<file path="src/inc/itab_pkg.sv">
// package for the interference-table group codec
// assumes a single 200 MHz clock domain and a synchronous reset
package itab_pkg;

    // ------------------------------------------------------------
    // register map (32-bit words, byte addresses)
    // ------------------------------------------------------------
    localparam logic [7:0] CTRL_ADDR = 8'h00;
    localparam logic [7:0] STATUS_ADDR = 8'h04;
    localparam logic [7:0] TXDATA_ADDR = 8'h08;
    localparam logic [7:0] RXDATA_ADDR = 8'h0C;
    localparam logic [7:0] RXINFO_ADDR = 8'h10;
    localparam logic [7:0] TXSCOPE_ADDR = 8'h14;

    // ------------------------------------------------------------
    // field positions and reset values
    // ------------------------------------------------------------
    localparam int CTRL_TXSTART_BIT = 0;
    localparam int CTRL_RXSTART_BIT = 1;
    localparam int SCOPE_ALL_NODES_BIT = 0;
    localparam int SCOPE_ESTIMATE_BIT = 1;
    localparam logic [7:0] SCOPE_USED_MASK = 8'h03;
    localparam logic [31:0] BUS_ERR_DATA = 32'h0000_0000;
    localparam logic [7:0] OCTET_RESET = 8'h00;
    localparam logic [15:0] LEN_RESET = 16'h0000;
    localparam int ENTRY_HEAD_OCTETS = 5;

    // ------------------------------------------------------------
    // parser / framer structural position
    // ------------------------------------------------------------
    typedef enum logic [8:0]
    {
        P_LENHI = 9'h001,
        P_LENLO = 9'h002,
        P_NODECNT = 9'h004,
        P_NODES = 9'h008,
        P_DOMCNT = 9'h010,
        P_DOMHEAD = 9'h020,
        P_IFNODES = 9'h040,
        P_SCOPE = 9'h080,
        P_DONE = 9'h100
    } field_e;

    typedef struct packed
    {
        logic valid;
        logic [7:0] octet;
    } octet_s;

    typedef struct packed
    {
        field_e field;
        logic [2:0] headIdx;
    } tag_s;

endpackage

</file>
<file path="src/hdl/interference_table_codec.sv">
// codec for one interference-table group, framer and parser, behind Wishbone
// assumes a classic Wishbone master on the same clock; octet stream pins are
// same-domain handshaked with valid/ready
//
// Behaviour
// - first group octet is the affected node count m
// - m one-octet affected node identifiers follow from octet 1
// - interferer list follows directly after the node identifiers
// - scope bitmap follows interferer list; bit 0 means all nodes share it
// - scope bit 1 means all interfering domain nodes interfere; list estimated; framer sends bit 1 equal to bit 0
// - transmit zero in scope bits 2-7; ignore them on receive
// - interferer list starts with domain count k
// - exactly k per-domain entries follow, first to last
// - entry starts with 24-bit domain identifier then one-octet ordinal
// - entry octet 4 is node count n, then n identifiers
// - group preceded by 16-bit length prefix in octets
module interference_table_codec
(
    input wire logic clock,
    input wire logic rst,
    input wire logic [31:0] wb_adr_i,
    input wire logic [31:0] wb_dat_i,
    input wire logic [3:0] wb_sel_i,
    input wire logic wb_we_i,
    input wire logic wb_cyc_i,
    input wire logic wb_stb_i,
    output logic [31:0] wb_dat_o,
    output logic wb_ack_o,
    output logic wb_err_o,
    input wire logic rxValid,
    input wire logic [7:0] rxOctet,
    output logic rxReady,
    output logic txValid,
    output logic [7:0] txOctet,
    input wire logic txReady
);
    // ------------------------------------------------------------
    // bus decode
    // ------------------------------------------------------------
    logic req;
    logic wrReq;
    logic rdReq;
    logic hitCtrl;
    logic hitStatus;
    logic hitTx;
    logic hitRx;
    logic hitInfo;
    logic hitScope;
    logic mapped;
    logic [31:0] next_rdata;

    assign req = wb_cyc_i && wb_stb_i && !wb_ack_o && !wb_err_o;
    assign wrReq = req && wb_we_i && wb_sel_i[0];
    assign rdReq = req && !wb_we_i;
    assign hitCtrl = wb_adr_i[7:0] == itab_pkg::CTRL_ADDR;
    assign hitStatus = wb_adr_i[7:0] == itab_pkg::STATUS_ADDR;
    assign hitTx = wb_adr_i[7:0] == itab_pkg::TXDATA_ADDR;
    assign hitRx = wb_adr_i[7:0] == itab_pkg::RXDATA_ADDR;
    assign hitInfo = wb_adr_i[7:0] == itab_pkg::RXINFO_ADDR;
    assign hitScope = wb_adr_i[7:0] == itab_pkg::TXSCOPE_ADDR;
    assign mapped = (wb_adr_i[31:8] == 24'h000000)
                    && (hitCtrl || hitStatus || hitTx || hitRx || hitInfo || hitScope);

    // ------------------------------------------------------------
    // framer: software writes octets, scope octet is forced clean
    // ------------------------------------------------------------
    itab_pkg::octet_s txIn;
    itab_pkg::tag_s txTag;
    logic txStart;
    logic txDone;
    logic txLenError;
    logic txBusy;
    logic [7:0] txScopeReg;
    logic [7:0] txPick;
    logic txAccept;
    logic txFull;

    assign txStart = wrReq && hitCtrl && wb_dat_i[itab_pkg::CTRL_TXSTART_BIT];
    assign txFull = txValid && !txReady;
    assign txAccept = wrReq && hitTx && !txFull && txTag.field != itab_pkg::P_SCOPE;
    // scope octet: bits 2-7 zero, bits 0 and 1 mirror one setting
    assign txPick = (txTag.field == itab_pkg::P_SCOPE)
                    ? (txScopeReg & itab_pkg::SCOPE_USED_MASK)
                    : wb_dat_i[7:0];
    assign txIn = '{valid: txAccept || (txBusy && txTag.field == itab_pkg::P_SCOPE && !txFull),
                    octet: txPick};

    octet_walker txWalk
    (
        .clock(clock),
        .rst(rst),
        .start(txStart),
        .inOctet(txIn),
        .tag(txTag),
        .declaredLen(),
        .bodyCount(),
        .done(txDone),
        .lenError(txLenError)
    );

    always_ff @(posedge clock)
    begin
        if (rst)
        begin
            txValid <= 1'b0;
            txOctet <= itab_pkg::OCTET_RESET;
            txBusy <= 1'b0;
            txScopeReg <= itab_pkg::OCTET_RESET;
        end
        else
        begin
            if (wrReq && hitScope)
            begin
                // one setting drives both scope bits
                txScopeReg <= {6'h00, wb_dat_i[0], wb_dat_i[0]};
            end
            if (txStart)
            begin
                txBusy <= 1'b1;
            end
            else if (txDone)
            begin
                txBusy <= 1'b0;
            end
            if (txIn.valid)
            begin
                txValid <= 1'b1;
                txOctet <= txIn.octet;
            end
            else if (txReady)
            begin
                txValid <= 1'b0;
            end
        end
    end

    // ------------------------------------------------------------
    // parser: octets from the peer, read out by software
    // ------------------------------------------------------------
    itab_pkg::octet_s rxIn;
    itab_pkg::tag_s rxTag;
    logic rxStart;
    logic rxDone;
    logic rxLenError;
    logic [15:0] rxDeclared;
    logic [15:0] rxCount;
    logic rxHeld;
    logic [7:0] rxData;
    logic [3:0] rxField;
    logic [7:0] rxScope;
    logic rxOverrun;

    assign rxStart = wrReq && hitCtrl && wb_dat_i[itab_pkg::CTRL_RXSTART_BIT];
    assign rxIn = '{valid: rxValid && rxReady, octet: rxOctet};

    octet_walker rxWalk
    (
        .clock(clock),
        .rst(rst),
        .start(rxStart),
        .inOctet(rxIn),
        .tag(rxTag),
        .declaredLen(rxDeclared),
        .bodyCount(rxCount),
        .done(rxDone),
        .lenError(rxLenError)
    );

    always_ff @(posedge clock)
    begin
        if (rst || rxStart)
        begin
            rxReady <= 1'b0;
            rxHeld <= 1'b0;
            rxData <= itab_pkg::OCTET_RESET;
            rxField <= 4'h0;
            rxScope <= itab_pkg::OCTET_RESET;
            rxOverrun <= 1'b0;
        end
        else
        begin
            // stall the peer while an octet waits for software
            rxReady <= !rxHeld && !rxIn.valid && !rxDone;
            if (rxIn.valid)
            begin
                rxHeld <= 1'b1;
                rxData <= rxOctet;
                rxField <= 4'(rxTag.headIdx) | {rxTag.field == itab_pkg::P_SCOPE, 3'h0};
                if (rxTag.field == itab_pkg::P_SCOPE)
                begin
                    rxScope <= rxOctet & itab_pkg::SCOPE_USED_MASK;
                end
            end
            else if (rdReq && hitRx)
            begin
                rxHeld <= 1'b0;
            end
            if (rxIn.valid && rxTag.field == itab_pkg::P_SCOPE
                && rxOctet[itab_pkg::SCOPE_ALL_NODES_BIT] != rxOctet[itab_pkg::SCOPE_ESTIMATE_BIT])
            begin
                rxOverrun <= 1'b1;
            end
        end
    end

    // ------------------------------------------------------------
    // read mux and answer
    // ------------------------------------------------------------
    assign next_rdata = hitStatus ? {16'h0000, 8'h00, rxOverrun, rxLenError, rxDone, rxHeld,
                                     txLenError, txDone, txBusy, txFull}
                      : hitRx ? {20'h00000, rxField, rxData}
                      : hitInfo ? {rxDeclared, rxCount}
                      : hitScope ? {24'h000000, rxScope}
                      : itab_pkg::BUS_ERR_DATA;

    always_ff @(posedge clock)
    begin
        if (rst)
        begin
            wb_ack_o <= 1'b0;
            wb_err_o <= 1'b0;
            wb_dat_o <= itab_pkg::BUS_ERR_DATA;
        end
        else
        begin
            wb_ack_o <= req && mapped;
            wb_err_o <= req && !mapped;
            wb_dat_o <= (rdReq && mapped) ? next_rdata : itab_pkg::BUS_ERR_DATA;
        end
    end
endmodule

</file>
<file path="src/hdl/octet_walker.sv">
// walker that tracks where one octet sits inside a length-prefixed group
// assumes octets are presented one per cycle with a valid flag
module octet_walker
(
    input wire logic clock,
    input wire logic rst,
    input wire logic start,
    input wire itab_pkg::octet_s inOctet,
    output itab_pkg::tag_s tag,
    output logic [15:0] declaredLen,
    output logic [15:0] bodyCount,
    output logic done,
    output logic lenError
);
    itab_pkg::field_e field;
    logic [7:0] remain;
    logic [7:0] domRemain;
    logic [2:0] headIdx;
    logic [7:0] oct;
    logic take;
    logic inBody;
    logic [15:0] nextCount;

    assign oct = inOctet.octet;
    assign take = inOctet.valid && field != itab_pkg::P_DONE;
    assign inBody = field != itab_pkg::P_LENHI && field != itab_pkg::P_LENLO;
    assign nextCount = bodyCount + 16'h0001;
    assign tag = '{field: field, headIdx: headIdx};

    always_ff @(posedge clock)
    begin
        if (rst || start)
        begin
            field <= itab_pkg::P_LENHI;
            remain <= itab_pkg::OCTET_RESET;
            domRemain <= itab_pkg::OCTET_RESET;
            headIdx <= 3'h0;
            declaredLen <= itab_pkg::LEN_RESET;
            bodyCount <= itab_pkg::LEN_RESET;
            done <= 1'b0;
            lenError <= 1'b0;
        end
        else if (take)
        begin
            if (inBody)
            begin
                bodyCount <= nextCount;
                if (nextCount > declaredLen)
                begin
                    lenError <= 1'b1;
                end
            end
            case (field)
                itab_pkg::P_LENHI:
                begin
                    declaredLen[15:8] <= oct;
                    field <= itab_pkg::P_LENLO;
                end
                itab_pkg::P_LENLO:
                begin
                    declaredLen[7:0] <= oct;
                    field <= itab_pkg::P_NODECNT;
                end
                itab_pkg::P_NODECNT:
                begin
                    remain <= oct;
                    field <= (oct == 8'h00) ? itab_pkg::P_DOMCNT : itab_pkg::P_NODES;
                end
                itab_pkg::P_NODES:
                begin
                    remain <= remain - 8'h01;
                    if (remain == 8'h01)
                    begin
                        field <= itab_pkg::P_DOMCNT;
                    end
                end
                itab_pkg::P_DOMCNT:
                begin
                    domRemain <= oct;
                    headIdx <= 3'h0;
                    field <= (oct == 8'h00) ? itab_pkg::P_SCOPE : itab_pkg::P_DOMHEAD;
                end
                itab_pkg::P_DOMHEAD:
                begin
                    headIdx <= headIdx + 3'h1;
                    if (headIdx == 3'(itab_pkg::ENTRY_HEAD_OCTETS - 1))
                    begin
                        remain <= oct;
                        headIdx <= 3'h0;
                        if (oct != 8'h00)
                        begin
                            field <= itab_pkg::P_IFNODES;
                        end
                        else
                        begin
                            domRemain <= domRemain - 8'h01;
                            field <= (domRemain == 8'h01) ? itab_pkg::P_SCOPE
                                                          : itab_pkg::P_DOMHEAD;
                        end
                    end
                end
                itab_pkg::P_IFNODES:
                begin
                    remain <= remain - 8'h01;
                    if (remain == 8'h01)
                    begin
                        domRemain <= domRemain - 8'h01;
                        field <= (domRemain == 8'h01) ? itab_pkg::P_SCOPE
                                                      : itab_pkg::P_DOMHEAD;
                    end
                end
                itab_pkg::P_SCOPE:
                begin
                    field <= itab_pkg::P_DONE;
                    done <= 1'b1;
                    if (nextCount != declaredLen)
                    begin
                        lenError <= 1'b1;
                    end
                end
                default:
                begin
                    field <= itab_pkg::P_DONE;
                end
            endcase
        end
    end
endmodule

</file>
<file path="config.mk">
export PLATFORM = sky130hd
export DESIGN_NAME = interference_table_codec
export DESIGN_NICKNAME = d
export VERILOG_FILES = /design/src/inc/itab_pkg.sv /design/src/hdl/interference_table_codec.sv /design/src/hdl/octet_walker.sv
export SDC_FILE = /design/constraint.sdc
export NUM_CORES = 1
export LEC_CHECK = 0
export ABC_AREA = 1
export BUFFER_PORTS_ARGS = -buffer_cell sky130_fd_sc_hd__buf_2
export CELL_PAD_IN_SITES_DETAIL_PLACEMENT = 1
export CELL_PAD_IN_SITES_GLOBAL_PLACEMENT = 1
export CORE_MARGIN = 4
export CORE_UTILIZATION = 45
export CTS_CLUSTER_DIAMETER = 200
export CTS_CLUSTER_SIZE = 28
export DETAILED_ROUTE_END_ITERATION = 8
export PLACE_DENSITY_LB_ADDON = 0.1
export SLEW_MARGIN = 40
export SYNTH_ARGS = -nofsm -noshare
export SYNTH_HDL_FRONTEND = slang
export SYNTH_SLANG_ARGS = --single-unit
</file>
<file path="constraint.sdc">
create_clock -name clock -period 7.8 [get_ports clock]
set_clock_uncertainty 0.05 [all_clocks]
set_input_delay 0.78 -clock clock [delete_from_list [all_inputs] [get_ports clock]]
set_output_delay 0.78 -clock clock [all_outputs]
set_load 0.01 [all_outputs]
</file>
==> results.md <==
- In the routed layout, each cell is associated on average with a via count of 5.32.
- The end-of-flow core utilization is 52.1%.
- A synthesized cell averages 7.03 µm².
- Once placement completed, the tool counted placed cells totaling 1769.
- The initial antenna violation count was 1.
- The initialized floorplan defines 54 standard-cell rows.
- VDD sags by at most 0.118 mV.
- In the post-route analysis, the smallest setup slack over all paths is 4.50 ns.
- Measured along the x axis, the die boundary spans 157 µm.
- The setup path with the least slack is of type input pin to flop.
- The worst hold path depth is 1.
- The slew of the pin with the lowest slew margin is 0.746 ns.
- Counting the fill cells in the layout gives 2886.
- The instance area at placement is 10700 µm².
- The count of nets left with antenna violations once routing finished came out at 0.
- The worst min-delay path category is flop to flop.
- The clock tree from TritonCTS is built.
- For this block, the initial DRC count from the detailed router was 431.
- The launch instance of the worst register-to-register path is txWalk.field[8].
- Counting flops and latches in the post-synthesis netlist gives 186.
- Input and output buffers added on the ports amount to 99.
- The final wirelength is 30300 µm.
- The number of max-slew violations in the final report came to 0.
- For the final routed database, the setup TNS stands at 0 ns.
- The mapped cell area is 9980 µm².
- For this run, the detailed router's first-pass iteration total came to 5.
- The HPWL after detailed placement is 22400 µm.
- The insertion delay to the later sink of the worst-skew pair is 0.45 ns.
- TritonCTS created 17 clock buffers.
- Buffers inserted to repair hold after CTS numbered 0.
- Summed over all cells, the static leakage comes to 5.07 nW.
- Synthesis produced a netlist with a net count of 1550.
- The clock-pin transition on the worst setup and hold timing paths is 0.08 ns.
- Setup repair after global routing left no endpoint under its margin.
- Prior to clock tree synthesis, the placed netlist has a worst setup slack of 4.01 ns.
- Leaving out filler cells and counting taps, the final layout contains 1802.
- In this run the most critical hold path is launched from rxWalk.done.
- The final instance area is 11400 µm².
- The via count of the first global-routing pass was 9807.
- Across every metal layer, demand over resource in global routing totals 25.0%.
- The synthesis-to-finish area growth is 13.9%.
- The post-route total power is 2.10 mW.
- The clock period minus worst slack is 3.30 ns.
- The top flip-flop cell by instance count after synthesis is dfxtp_1.
- The core region is 21800 µm².
- The Yosys step of the flow raised 0 warnings.
- The endpoint arrival time on the critical path is 3.62 ns.
- Data on the critical path is required at its endpoint by 8.12 ns.
- The setup violation total in the final timing report is 0.
- The post-synthesis sequential area ratio is 37.3%.
- Routability-driven placement finished with a final weighted congestion of 0.858.
- Counting cells, the worst reg-to-reg path comes to 9.
- The detail-routed net length per standard cell is 16.8 µm.
- No sink is reached through more buffers than the 2 on the longest clock path.
- The total power per unit cell area is 185 nW/µm².
- The total global routing overflow is 0.
- For this run, design rule violations remaining after detail routing come to 0.
- Dividing the final minimum period by the clock period gives 42.3%.
- The cell chosen for the clock root is clkbuf_16.
- For this run, the post-layout net count is 1638.
- The largest fanout on the critical path is 14.
- The cell count after synthesis came out at 1420.
- The effective utilization at floorplan is 45.8%.
- The max-cap violation count is 0.
- The number of vias after detailed routing is 9584.
- The fraction of final layout cells sized beyond drive strength 1 is 12.1%.
- The capturing point of the worst reg2reg path is txWalk.bodyCount[1].
- The synthesized netlist contains 45 unique library cells.
- The clock drives 186 sinks.
- Static timing analysis puts the maximum clock frequency at 0.303 GHz.
- The hold violation total from the final report was 0.
- The die footprint is 24600 µm².
- The maximum number of pins on one net before global-route repair is 35.
- The number of enable-type register cells in the synthesized netlist is 0.
- The vertical die dimension is 157 µm.
- The reg2reg setup slack is 4.57 ns.
- The total number of H-tree levels is 4.
- STA classifies the critical path startpoint as an input pin.
- The post-CTS setup-driven buffer insertion count is 0.
- The flow ran to the end, and the final reports show no timing, DRC or antenna violations.
- The endpoint type of the worst setup path is a flop.
- The path with the worst hold slack has its endpoint at rxReady.
- The wire length of the first global-routing pass is 49600 µm.
- Hold is met by 0.386 ns.
- Of all flip-flops after synthesis, the portion carrying an async set or reset was 0%.
- Once the clock tree was built, the resizer swapped 0 gates to a different size.
- Pin placement for this block handled 127 I/O pins.
- The relative max-transition margin is 50.1%.
==> cells in the mapped netlist, types with 6 or more instances <==
cell      number  share of area, %
nand2_1      261               9.8
inv_1        199               7.5
dfxtp_1      186                37
nor2_1       160               6.0
a21oi_1      133               6.7
o21ai_0      103               5.2
nand3_1       77               3.9
ha_1          47               5.9
xor2_1        44               3.9
nor3_1        37               1.9
a211oi_1      25               1.9
clkbuf_1      20              0.75
nand4_1       18               1.1
nor2_2        11              0.69
buf_2          8              0.40
nor2_4         8              0.90
nor4_1         8              0.50
xnor2_1        8              0.70
a221oi_1       7              0.61
nand2_2        7              0.44
inv_2          6              0.23
==> per-layer routing <==
metal | track usage (%) | up-vias | routed length [µm]
met2 | 45.6 | 120 | 15500
li1 | - | 4819 | -
met1 | 30.7 | 4605 | 13400
met3 | 3.93 | 40 | 858
met4 | 5.91 | 0 | 479
met5 | 0.794 | - | 0
==> worst max path at each step <==
| stage | startpoint | endpoint | slack, ns | cells past startpoint |
|---|---|---|---|---|
| global placement | wb_adr_i[7] | txWalk.bodyCount[7] | 4.16 | 12 |
| detailed placement | wb_adr_i[7] | txWalk.bodyCount[1] | 4.01 | 12 |
| global route | wb_adr_i[7] | txWalk.bodyCount[1] | 4.13 | 12 |
| finish | wb_adr_i[7] | txWalk.bodyCount[1] | 4.50 | 12 |
| floorplan | rxWalk.bodyCount[0] | rxWalk.lenError | 5.32 | 19 |
| CTS | wb_adr_i[7] | txWalk.bodyCount[1] | 4.46 | 12 |
==> state kept, by name, summed over array words and instances, names as in the netlist, 9 cells and up <==
register,count
rxWalk.declaredLen,16
rxWalk.bodyCount,16
txWalk.bodyCount,16
txWalk.field,9
rxWalk.field,9
txWalk.declaredLen,16
wb_dat_o,32
==> layout by cell type (no fill, tap or decap), types with 2 or more instances in the layout <==
cell | netlist | final
a211oi_1 | 25 | 25
a21oi_1 | 133 | 133
a221oi_1 | 7 | 7
a31oi_1 | 3 | 3
and3_1 | 2 | 2
buf_2 | 8 | 99
buf_4 | 5 | 5
clkbuf_16 | 0 | 17
clkinv_8 | 0 | 7
dfxtp_1 | 186 | 186
ha_1 | 47 | 47
inv_1 | 199 | 198
inv_12 | 0 | 4
inv_2 | 6 | 7
inv_6 | 0 | 2
nand2_1 | 261 | 261
nand2_2 | 7 | 7
nand2_4 | 2 | 2
nand3_1 | 77 | 77
nand3_2 | 2 | 2
nand3b_1 | 2 | 2
nand4_1 | 18 | 18
nor2_1 | 160 | 159
nor2_2 | 11 | 12
nor2_4 | 8 | 8
nor3_1 | 37 | 37
nor3_2 | 3 | 3
nor3b_1 | 2 | 2
nor4_1 | 8 | 8
o21ai_0 | 103 | 103
o21ai_1 | 5 | 4
o221ai_1 | 2 | 2
o22ai_1 | 3 | 3
o2bb2ai_1 | 2 | 2
o31ai_1 | 2 | 2
or2_2 | 2 | 2
xnor2_1 | 8 | 8
xor2_1 | 44 | 44
==> critical path, stage by stage <==
cell and delay [ns]:
buf_2 0.10, nor2_1 0.14, nand2_1 0.20, inv_1 0.15, nand3_1 0.09, nor2_1 0.13
nand3_1 0.13, nand2_1 0.41, nand4_1 0.67, inv_1 0.55, nand2_1 0.12, a21oi_1 0.16
==> cell type report <==
type | count | area (µm²) | area share, %
antenna | 1 | 2.50 | 0.0220
clock buffer | 17 | 425 | 3.74
clock inverter | 15 | 238 | 2.09
inverter | 205 | 769 | 6.77
multi-input combinational | 994 | 5330 | 46.9
sequential | 186 | 3720 | 32.7
tap | 280 | 350 | 3.08
timing repair buffer | 104 | 533 | 4.69
==> power breakdown <==
| part | internal [mW] | switching (mW) |
|---|---|---|
| Clock | 0.481 | 0.479 |
| Combinational | 0.0516 | 0.110 |
| Sequential | 0.964 | 0.0131 |
| Total | 1.50 | 0.603 |
==> cell families after synthesis <==
family	share of synthesized area, %
AO/OA/AOI/OAI	16.1
XOR/XNOR	4.56
adder cells (fa/ha/maj)	5.89
buffers and inverters	9.39
flip-flops	37.3
AND/OR/NAND/NOR	26.8
(Power assumes the default switching activity.)
